==> src/logic/brc_regs.svh <==
// Register offsets, field positions, reset values and timing counts
`ifndef BRC_REGS_SVH
`define BRC_REGS_SVH

// ==========================================================
// Register map (byte addresses on the bus)
`define BRC_ADDR_W        4
`define BRC_CTRL_OFS      4'h0
`define BRC_SWEN_BIT      7
`define BRC_READY_BIT     0
`define BRC_RSVD_HI       6
`define BRC_RSVD_LO       1
`define BRC_SWEN_RST      1'b1

// ==========================================================
// Mode codes of the two-bit configuration field
`define BRC_MODE_OFF      2'h0
`define BRC_MODE_SW       2'h1
`define BRC_MODE_NOSLEEP  2'h2
`define BRC_MODE_ON       2'h3

// ==========================================================
// Timing: figures in ns, counts derived from the clock period
`define BRC_CLK_NS        50
`define BRC_GLITCH_NS     1000
`define BRC_SETTLE_NS     2000
`define BRC_CNT_W         6
// Least times, rounded up to whole cycles
`define BRC_GLITCH_CYC    ((`BRC_GLITCH_NS + `BRC_CLK_NS - 1) / `BRC_CLK_NS)
`define BRC_SETTLE_CYC    ((`BRC_SETTLE_NS + `BRC_CLK_NS - 1) / `BRC_CLK_NS)

`endif

==> src/logic/brc_pkg.sv <==
// Types shared by the brown-out reset control block
package brc_pkg;

  // ==========================================================
  // Execution gate states
  typedef enum logic [1:0] {
    BRC_ST_HOLD,
    BRC_ST_RUN,
    BRC_ST_SLEEP
  } brc_state_t;

endpackage

==> src/logic/brc_glitch_filter.sv <==
// Supply noise filter: trips only on a low excursion longer than the glitch time
`timescale 1ns/1ps
`include "brc_regs.svh"

module brc_glitch_filter
  import brc_pkg::*;
(
  input  wire logic mclk,        // System clock
  input  wire logic sys_rst,     // Synchronous reset
  input  wire logic below_act,   // Supply low while detector enabled
  output logic      trip         // Low excursion outlasted the glitch time
);

  localparam logic [`BRC_CNT_W-1:0] LIM = `BRC_CNT_W'(`BRC_GLITCH_CYC);

  logic [`BRC_CNT_W-1:0] cnt_r;
  logic [`BRC_CNT_W-1:0] cnt_nxt;

  // Count consecutive low samples, saturate at the limit
  always_comb begin
    cnt_nxt = '0;
    if (below_act) begin
      cnt_nxt = (cnt_r == LIM) ? cnt_r : cnt_r + `BRC_CNT_W'(1);
    end
  end

  always_ff @(posedge mclk) begin
    if (sys_rst) begin
      cnt_r <= '0;
    end else begin
      cnt_r <= cnt_nxt;
    end
  end

  // One more low sample past the limit means longer than the glitch time
  assign trip = below_act && (cnt_r == LIM);

endmodule

==> src/logic/brc_ready_timer.sv <==
// Detector settle timer: raises ready once the enabled detector has settled
`timescale 1ns/1ps
`include "brc_regs.svh"

module brc_ready_timer
  import brc_pkg::*;
(
  input  wire logic mclk,        // System clock
  input  wire logic sys_rst,     // Synchronous reset
  input  wire logic det_en,      // Detector enabled
  input  wire logic force_rdy,   // Detector forced on, counts as settled
  output logic      ready_r      // Detector active and settled
);

  localparam logic [`BRC_CNT_W-1:0] LIM = `BRC_CNT_W'(`BRC_SETTLE_CYC);

  logic [`BRC_CNT_W-1:0] cnt_r;
  logic [`BRC_CNT_W-1:0] cnt_nxt;
  logic                  ready_nxt;

  // Restart settling whenever the detector is switched off
  always_comb begin
    cnt_nxt   = '0;
    ready_nxt = 1'b0;
    if (det_en) begin
      cnt_nxt   = (cnt_r == LIM) ? cnt_r : cnt_r + `BRC_CNT_W'(1);
      ready_nxt = force_rdy || (cnt_r == LIM);
    end
  end

  always_ff @(posedge mclk) begin
    if (sys_rst) begin
      cnt_r   <= '0;
      ready_r <= 1'b0;
    end else begin
      cnt_r   <= cnt_nxt;
      ready_r <= ready_nxt;
    end
  end

endmodule

==> src/logic/brc_brownout_reset_control.sv <==
// Brown-out reset control: mode decode, ready status, execution gate, register slave
//
// Register access over Avalon-MM and the register addresses were left to the implementer.
`timescale 1ns/1ps
`include "brc_regs.svh"

module brc_brownout_reset_control
  import brc_pkg::*;
(
  input  wire logic                   mclk,                  // 20 MHz system clock
  input  wire logic                   sys_rst,               // Power-on reset, sync
  input  wire logic                   other_rst,             // Any other reset source
  input  wire logic [1:0]             brownout_mode_cfg,     // Mode configuration field
  input  wire logic                   brownout_level_select, // Trip level configuration
  input  wire logic                   sleep_state,           // Device is asleep
  input  wire logic                   supply_below,          // Comparator: supply low
  input  wire logic [`BRC_ADDR_W-1:0] avs_address,           // Byte address
  input  wire logic                   avs_read,              // Read request
  input  wire logic                   avs_write,             // Write request
  input  wire logic [31:0]            avs_writedata,         // Write data
  input  wire logic [3:0]             avs_byteenable,        // Byte lanes
  output logic [31:0]                 avs_readdata,          // Read data
  output logic                        avs_waitrequest,       // Stall request
  output logic                        detector_en_r,         // Enable to comparator
  output logic                        level_sel_r,           // Level to comparator
  output logic                        brownout_reset_r,      // Brown-out reset out
  output logic                        exec_enable_r          // Processor may execute
);

  // ==========================================================
  // Mode decode
  function automatic logic mode_enables(input logic [1:0] mode,
                                        input logic       sw_en,
                                        input logic       asleep);
    case (mode)
      `BRC_MODE_ON:      mode_enables = 1'b1;
      `BRC_MODE_NOSLEEP: mode_enables = !asleep;
      `BRC_MODE_SW:      mode_enables = sw_en;
      default:           mode_enables = 1'b0;
    endcase
  endfunction

  function automatic logic ctrl_hit(input logic [`BRC_ADDR_W-1:0] addr);
    ctrl_hit = (addr == `BRC_CTRL_OFS);
  endfunction

  logic sw_en_r;
  logic sw_en_nxt;
  logic det_en_nxt;
  logic level_sel_nxt;
  logic ready_r;
  logic trip;
  logic brownout_nxt;

  // ==========================================================
  // Register bus slave: one wait state, answer on the second cycle
  logic        wait_nxt;
  logic [31:0] rdata_nxt;
  logic        bus_req;
  logic        bus_take;
  logic        wr_ctrl;

  assign bus_req  = avs_read || avs_write;
  assign bus_take = bus_req && !avs_waitrequest;
  assign wr_ctrl  = bus_take && avs_write && ctrl_hit(avs_address) && avs_byteenable[0];

  // Prepare read data in the stall cycle; unmapped space reads zero
  always_comb begin
    wait_nxt  = !(bus_req && avs_waitrequest);
    rdata_nxt = avs_readdata;
    if (bus_req && avs_waitrequest) begin
      rdata_nxt = 32'h0000_0000;
      if (avs_read && ctrl_hit(avs_address)) begin
        rdata_nxt[`BRC_SWEN_BIT]  = sw_en_r;
        rdata_nxt[`BRC_READY_BIT] = ready_r;
      end
    end
  end

  always_ff @(posedge mclk) begin
    if (sys_rst) begin
      avs_waitrequest <= 1'b1;
      avs_readdata    <= 32'h0000_0000;
    end else begin
      avs_waitrequest <= wait_nxt;
      avs_readdata    <= rdata_nxt;
    end
  end

  // ==========================================================
  // Software enable: brown-out reset wins over a write, other resets keep it
  always_comb begin
    sw_en_nxt = sw_en_r;
    if (brownout_reset_r) begin
      sw_en_nxt = `BRC_SWEN_RST;
    end else if (wr_ctrl) begin
      sw_en_nxt = avs_writedata[`BRC_SWEN_BIT];
    end
  end

  always_ff @(posedge mclk) begin
    if (sys_rst) begin
      sw_en_r <= `BRC_SWEN_RST;
    end else begin
      sw_en_r <= sw_en_nxt;
    end
  end

  // ==========================================================
  // Detector enable and trip level toward the comparator
  always_comb begin
    det_en_nxt    = mode_enables(brownout_mode_cfg, sw_en_r, sleep_state);
    level_sel_nxt = brownout_level_select;
  end

  always_ff @(posedge mclk) begin
    if (sys_rst) begin
      detector_en_r <= 1'b0;
      level_sel_r   <= 1'b0;
    end else begin
      detector_en_r <= det_en_nxt;
      level_sel_r   <= level_sel_nxt;
    end
  end

  // ==========================================================
  // Ready status and noise filter
  brc_ready_timer u_ready (
    .mclk      (mclk),
    .sys_rst   (sys_rst),
    .det_en    (detector_en_r),
    .force_rdy (brownout_mode_cfg == `BRC_MODE_ON),
    .ready_r   (ready_r)
  );

  brc_glitch_filter u_filter (
    .mclk      (mclk),
    .sys_rst   (sys_rst),
    .below_act (supply_below && detector_en_r),
    .trip      (trip)
  );

  // Hold reset while supply stays low; a disabled detector drops it
  always_comb begin
    brownout_nxt = detector_en_r && (trip || (brownout_reset_r && supply_below));
  end

  always_ff @(posedge mclk) begin
    if (sys_rst) begin
      brownout_reset_r <= 1'b0;
    end else begin
      brownout_reset_r <= brownout_nxt;
    end
  end

  // ==========================================================
  // Execution gate
  brc_state_t state_r;
  brc_state_t state_nxt;
  logic       release_ok;
  logic       exec_nxt;

  // Gate on the enable the mode wants now: the registered one lags a wake by a cycle
  assign release_ok = !det_en_nxt || (ready_r && !supply_below);

  always_comb begin
    state_nxt = state_r;
    case (state_r)
      BRC_ST_HOLD: begin
        if (!sleep_state && release_ok) begin
          state_nxt = BRC_ST_RUN;
        end
      end
      BRC_ST_RUN: begin
        if (sleep_state) begin
          state_nxt = BRC_ST_SLEEP;
        end
      end
      BRC_ST_SLEEP: begin
        // Mode 10 re-enables the detector on wake, so ready is low here
        if (!sleep_state) begin
          state_nxt = release_ok ? BRC_ST_RUN : BRC_ST_HOLD;
        end
      end
      default: state_nxt = BRC_ST_HOLD;
    endcase
    if (brownout_reset_r || other_rst) begin
      state_nxt = BRC_ST_HOLD;
    end
    exec_nxt = (state_nxt == BRC_ST_RUN);
  end

  always_ff @(posedge mclk) begin
    if (sys_rst) begin
      state_r       <= BRC_ST_HOLD;
      exec_enable_r <= 1'b0;
    end else begin
      state_r       <= state_nxt;
      exec_enable_r <= exec_nxt;
    end
  end

  // ==========================================================
  // Helper: run of consecutive low samples while enabled
  logic [`BRC_CNT_W-1:0] below_run_r;
  localparam logic [`BRC_CNT_W-1:0] GLITCH_LIM = `BRC_CNT_W'(`BRC_GLITCH_CYC);

  always_ff @(posedge mclk) begin
    if (sys_rst || !(supply_below && detector_en_r)) begin
      below_run_r <= '0;
    end else if (below_run_r != {`BRC_CNT_W{1'b1}}) begin
      below_run_r <= below_run_r + `BRC_CNT_W'(1);
    end
  end
endmodule

==> config.mk <==
export PLATFORM = sky130hd
export DESIGN_NAME = brc_brownout_reset_control
export DESIGN_NICKNAME = d
export VERILOG_FILES = /design/src/logic/brc_pkg.sv /design/src/logic/brc_glitch_filter.sv /design/src/logic/brc_ready_timer.sv /design/src/logic/brc_brownout_reset_control.sv
export VERILOG_INCLUDE_DIRS = /design/src /design/src/logic
export SDC_FILE = /design/constraint.sdc
export NUM_CORES = 1
export LEC_CHECK = 0
export ABC_AREA = 1
export ABC_CLOCK_PERIOD_IN_PS = 1300
export BUFFER_PORTS_ARGS = -buffer_cell sky130_fd_sc_hd__buf_2
export CAP_MARGIN = 20
export CORE_ASPECT_RATIO = 1.1
export CORE_MARGIN = 4
export CORE_UTILIZATION = 35
export DETAILED_ROUTE_END_ITERATION = 10
export PLACE_DENSITY = 0.7
export SLEW_MARGIN = 20
export SYNTH_ARGS = -nofsm -noshare
export SYNTH_HDL_FRONTEND = slang
export SYNTH_HIERARCHICAL = 1
export SYNTH_SLANG_ARGS = --single-unit
==> constraint.sdc <==
create_clock -name mclk -period 1.3 [get_ports mclk]
set_input_delay 0.13 -clock mclk [delete_from_list [all_inputs] [get_ports mclk]]
set_output_delay 0.13 -clock mclk [all_outputs]
set_load 0.02 [all_outputs]
# Word-level counts from Yosys, hierarchy flattened
# Cells that the tools add are included.
# W data, S select, Z words.
[totals]
ff_bits = 23
in_bits = 50
wordCells = 59
out_inout_bits = 37
[classes]
n_reduce_logical = 27
bitwise = 2
eq_ne = 8
muxes = 9
addsub = 2
[op_table]
columns = ["op", "count"]
rows = [
  ["$add A6 B1 Y6 const B", 2],
  ["$logic_and A1 B1 Y1", 12],
  ["$mux W2", 4],
  ["$eq A2 B1 Y1 const B", 3],
  ["$eq A2 B2 Y1 const B", 3],
  ["$eq A6 B5 Y1 const B", 1],
  ["$eq A6 B6 Y1 const B", 1],
  ["$pmux W2 S3", 1],
  ["$reduce_or A2 Y1", 3],
  ["$logic_not A1 Y1", 5],
  ["$logic_or A1 B1 Y1", 5],
  ["$logic_not A4 Y1", 1],
  ["$mux W1", 3],
  ["$pmux W1 S3", 1],
  ["$logic_not A2 Y1", 1],
  ["$not A1 Y1", 2],
]

# Logic depth before layout (Yosys ltp)
[depth]
depth_word = 9
ltp_mapped = 8
depth_no_buf = 8

# Modules after synthesis
# The synthesis kept the hierarchy.
[by_module_without_submodules]
columns = ["module", "seq_area_each_um2", "area_per_inst_um2", "n_inst", "cells_per_inst"]
rows = [
  ["brc_brownout_reset_control", 200.2, 660.6, 1, 87],
  ["brc_ready_timer", 140.1, 354.1, 1, 51],
  ["brc_glitch_filter", 120.1, 334.1, 1, 48],
]

# Worst setup path before layout
# No wires, ideal clock.
[synth_timing]
kind = "register to register"
start = "register u_filter.cnt_r[0]"
end = "register brownout_reset_r"
path_stages_with_launch = 9
setup_time_ns = 0.117
path_slack_ns = 0.120
t_arrival_ns = 1.063
path_buffers = 0
required_time_ns = 1.183
synth_period_minus_slack_ns = 1.180
cell_sequence = "dfxtp_1 > inv_1 > ha_1 > nand2_1 > inv_1 > nand3_2 > nor2_1 > a22oi_1 > nor2_1"
[synth_between]
elab_chain_cells = 4
[synth_lines]
columns = ["item", "line_no", "rtl"]
rows = [
  ["start: declaration", "brc_glitch_filter.sv:16", "logic [`BRC_CNT_W-1:0] cnt_r;"],
  ["start signal: assignment", "brc_glitch_filter.sv:31", "cnt_r <= cnt_nxt;"],
  ["$eq A6 B5 Y1", "brc_glitch_filter.sv:36", "assign trip = below_act && (cnt_r == LIM);"],
  ["$logic_and A1 B1 Y1", "brc_glitch_filter.sv:36", ""],
  ["named net trip", "brc_brownout_reset_control.sv:52", "logic trip;"],
  ["$logic_or A1 B1 Y1", "brc_brownout_reset_control.sv:145", "brownout_nxt = detector_en_r && (trip || (brownout_reset_r && supply_below));"],
  ["$logic_and A1 B1 Y1", "brc_brownout_reset_control.sv:145", ""],
  ["end signal: assignment", "brc_brownout_reset_control.sv:152", "brownout_reset_r <= brownout_nxt;"],
  ["end: declaration", "brc_brownout_reset_control.sv:26", "output logic brownout_reset_r,"],
]
# The timed path passes the listed nets, and every way through them passes these cells.
# A chain may end at the register's enable or synchronous reset.

# Worst setup path after layout
[layout_timing]
start = "register u_filter.cnt_r[1]"
end = "register brownout_reset_r"
# Same word-level chain as after synthesis.

==> flow_summary.json <==
{
  "yosysTopAreaCellShare_pct": 34.1,
  "overflow": 0,
  "crit_chain": "inv_1 -> ha_1 -> nand2_1 -> inv_1 -> nand3_2 -> nor2_1 -> a22oi_1 -> nor2_1",
  "num_antenna_cells": 0,
  "use_met1_pct": 11.0,
  "first_global_vias": 910,
  "dieArea_um2": 4910,
  "ys_warn_count": 6,
  "cts_setup_buffers": 0,
  "avgSynthCellArea_um2": 7.25,
  "vias_per_cell": 4.05,
  "cts_tree": "yes",
  "fill_cells": 391,
  "power_density_nw_per_um2": 934,
  "syn-cell-area_um2": 1350,
  "cp.depth": 8,
  "ys_ff_latch": 23,
  "critical_path_buf_inv_count": 2,
  "dr.pass1.iters": 4,
  "seqPwrFrac_pct": 53.4,
  "grt_usage_pct": 9.79,
  "cp_top_family": "flip-flops",
  "cts_htree_levels": 1,
  "p_clk_share_pct": 31.3,
  "synthTopCellsByCount": "31 x nand2_1, 30 x buf_4, 26 x inv_1",
  "p_leak_uw": 0.000657,
  "regArea_um2": 462,
  "status": "finished clean",
  "hold_ws_ns": 0.0806,
  "hold_viol": 0,
  "wl_per_cell_um": 8.86,
  "grt_use_met2_pct": 16.3,
  "internal_power_uw": 991,
  "gr-usage-met3_pct": 2.16,
  "ios": 87,
  "min_period_ns": 1.17,
  "rows": 23,
  "crit_type": "flip-flop to flip-flop",
  "cts-root-buf": "clkbuf_8",
  "synthArstFlopShare_pct": 0,
  "clkSinkCount": 23,
  "synth_edf_count": 0,
  "detail-route-antenna-nets": 0,
  "synth_top_flop_cell": "dfxtp_1",
  "clkTransAtPathRegs_ns": 0.08,
  "drt_first_iter_violations": 23,
  "switching_share_pct": 27.8,
  "via_count": 1065,
  "start_util_pct": 36.6,
  "yosys-top-cells-area": "dfxtp_1 34%, buf_4 17%, nand2_1 8.6%",
  "cp_data_arrival_time_ns": 1.33,
  "ys_seq_area_share_pct": 34.1,
  "fmax_ghz": 0.851,
  "fin_setup_tns_ns": 0,
  "worst_setup_path_end_kind": "flip-flop",
  "start_kind": "flip-flop",
  "hold_depth": 3,
  "grt_setup_unrepaired": "false",
  "die_h_um": 73.1,
  "io_buffers": 22,
  "post-route-drc-count": 0,
  "wl_mm": 2.33,
  "die_w_um": 67.2,
  "drive_gt1_share_pct": 19.7,
  "p_comb_share_pct": 15.2,
  "antenna_found_initial": 0,
  "slowest_delay_ns": 0.33,
  "fin_nets": 268,
  "p_switching_uw": 381,
  "insertion_delay_ns": 0.26,
  "syn_inst": 186,
  "rr_worst_depth": 8,
  "multi_input_area_um2": 673,
  "slew_viol_final": 0,
  "peakVddDrop_mv": 0.484,
  "worstPathRequired_ns": 1.45,
  "coreArea_um2": 3680,
  "skew_ns": 0.00565,
  "syn_to_final_growth_pct": 8.91,
  "yosysMostFrequentCell": "nand2_1",
  "cts_buffers": 3,
  "synth_top_area_cell": "dfxtp_1",
  "fin_crit_sh_pct": 90.4,
  "slowest_stage": "dfxtp_1",
  "gp_congestion": 0.804,
  "grt.busiest_layer": "met2",
  "grt_pass1_wl_mm": 3.68,
  "worst-path-max-fanout": 5,
  "hold_class": "input port to flip-flop",
  "cap_violations": 0,
  "dp_hpwl_mm": 1.92,
  "cts_buffer_depth": 2,
  "setup_viol": 0,
  "grt_max_degree": 13,
  "synthDistinctLibCells": 24
}
what timing repair did:
item | 4_1_cts | 5_1_grt
gates resized for setup | 0 | 2
setup endpoints to repair | 0 | 2
hold buffers | 0 | 0
cell usage in the layout, fill, tap and decap left out:
cell,synthesis,routed
dfxtp_1,23,22
nand2_2,1,1
clkbuf_8,0,3
nor3_1,1,1
a21oi_2,2,2
nand3_2,2,2
nor2_2,2,3
dfxtp_2,0,1
a21oi_1,11,11
ha_1,4,4
nor2_1,22,21
nand3_1,10,10
o21ai_2,1,1
nand2_1,31,31
inv_1,26,26
o21ai_1,3,3
buf_4,30,2
a22oi_1,1,1
or2_0,1,1
nand4_1,4,4
inv_2,1,1
nor2_4,4,4
conb_1,1,30
buf_2,0,22
o21ai_0,2,2
xnor2_1,2,2
o211ai_1,1,1
clkbuf_1,0,1
per-layer routing:
metal,part of all wire (%),wire length (um)
met1,42,985
met5,0,0
met4,2.3,54
met3,7.0,163
met2,48,1130
through the flow:
| step | worst slack [ns] | util [%] | power (uW) | std cells | cell area (um2) |
|---|---|---|---|---|---|
| after floorplan | 0.120 | - | 967 | 215 | 1460 |
| after global placement | 0.130 | 38.6 | 955 | 259 | 1420 |
| after detailed placement | 0.115 | 38.6 | 957 | 259 | 1420 |
| after CTS | 0.101 | 39.8 | 1390 | 263 | 1470 |
| after global routing | 0.00793 | 39.9 | 1440 | 263 | 1470 |
| final | 0.125 | 39.9 | 1370 | 263 | 1470 |
cells by family (layout without fill, tap and decap cells):
family | Yosys count | after routing | share of synthesized area, %
XOR/XNOR | 2 | 2 | 1.30
adder cells (fa/ha/maj) | 4 | 4 | 3.71
flip-flops | 23 | 23 | 34.1
AO/OA/AOI/OAI | 21 | 21 | 9.00
other | 1 | 30 | 0.278
buffers and inverters | 57 | 55 | 24.2
AND/OR/NAND/NOR | 78 | 78 | 27.4
layout make-up:
type,count,share of cell area (%)
tap,50,4.26
timing repair buffer,24,8.52
clock buffer,4,3.07
multi-input combinational,135,45.8
inverter,27,6.90
sequential,23,31.4
registers in the layout, indices dropped and copies added (netlist names):
register and cells:
sw_en_r 1, u_ready/ready_r 1, state_r 2, u_filter/cnt_r 6, brownout_reset_r 1, avs_readdata 2
avs_waitrequest 1, level_sel_r 1, exec_enable_r 1, u_ready/cnt_r 6, detector_en_r 1
power groups by stage:
stage | logic [uW] | registers [uW] | clock network, uW
after floorplan | 204 | 763 | 0
after global routing | 233 | 735 | 475
final | 209 | 733 | 430
after global placement | 206 | 749 | 0
after detailed placement | 207 | 749 | 0
after CTS | 208 | 733 | 446
worst min-delay path, delay by kind of cell:
family | cells | cell delay [ns]
buffers and inverters | 2 | 0.14
and+or+nand+nor | 1 | 0.03
final timing paths:
kind,start,endpoint,slack [ns]
hold reg to reg,u_ready/cnt_r[4],u_ready/cnt_r[4],0.50
setup / recovery,u_filter/cnt_r[1],brownout_reset_r,0.13
setup reg to reg,u_filter/cnt_r[1],brownout_reset_r,0.13
hold / removal,brownout_level_select,level_sel_r,0.08
No activity file was read; power rests on OpenSTA's default activity.
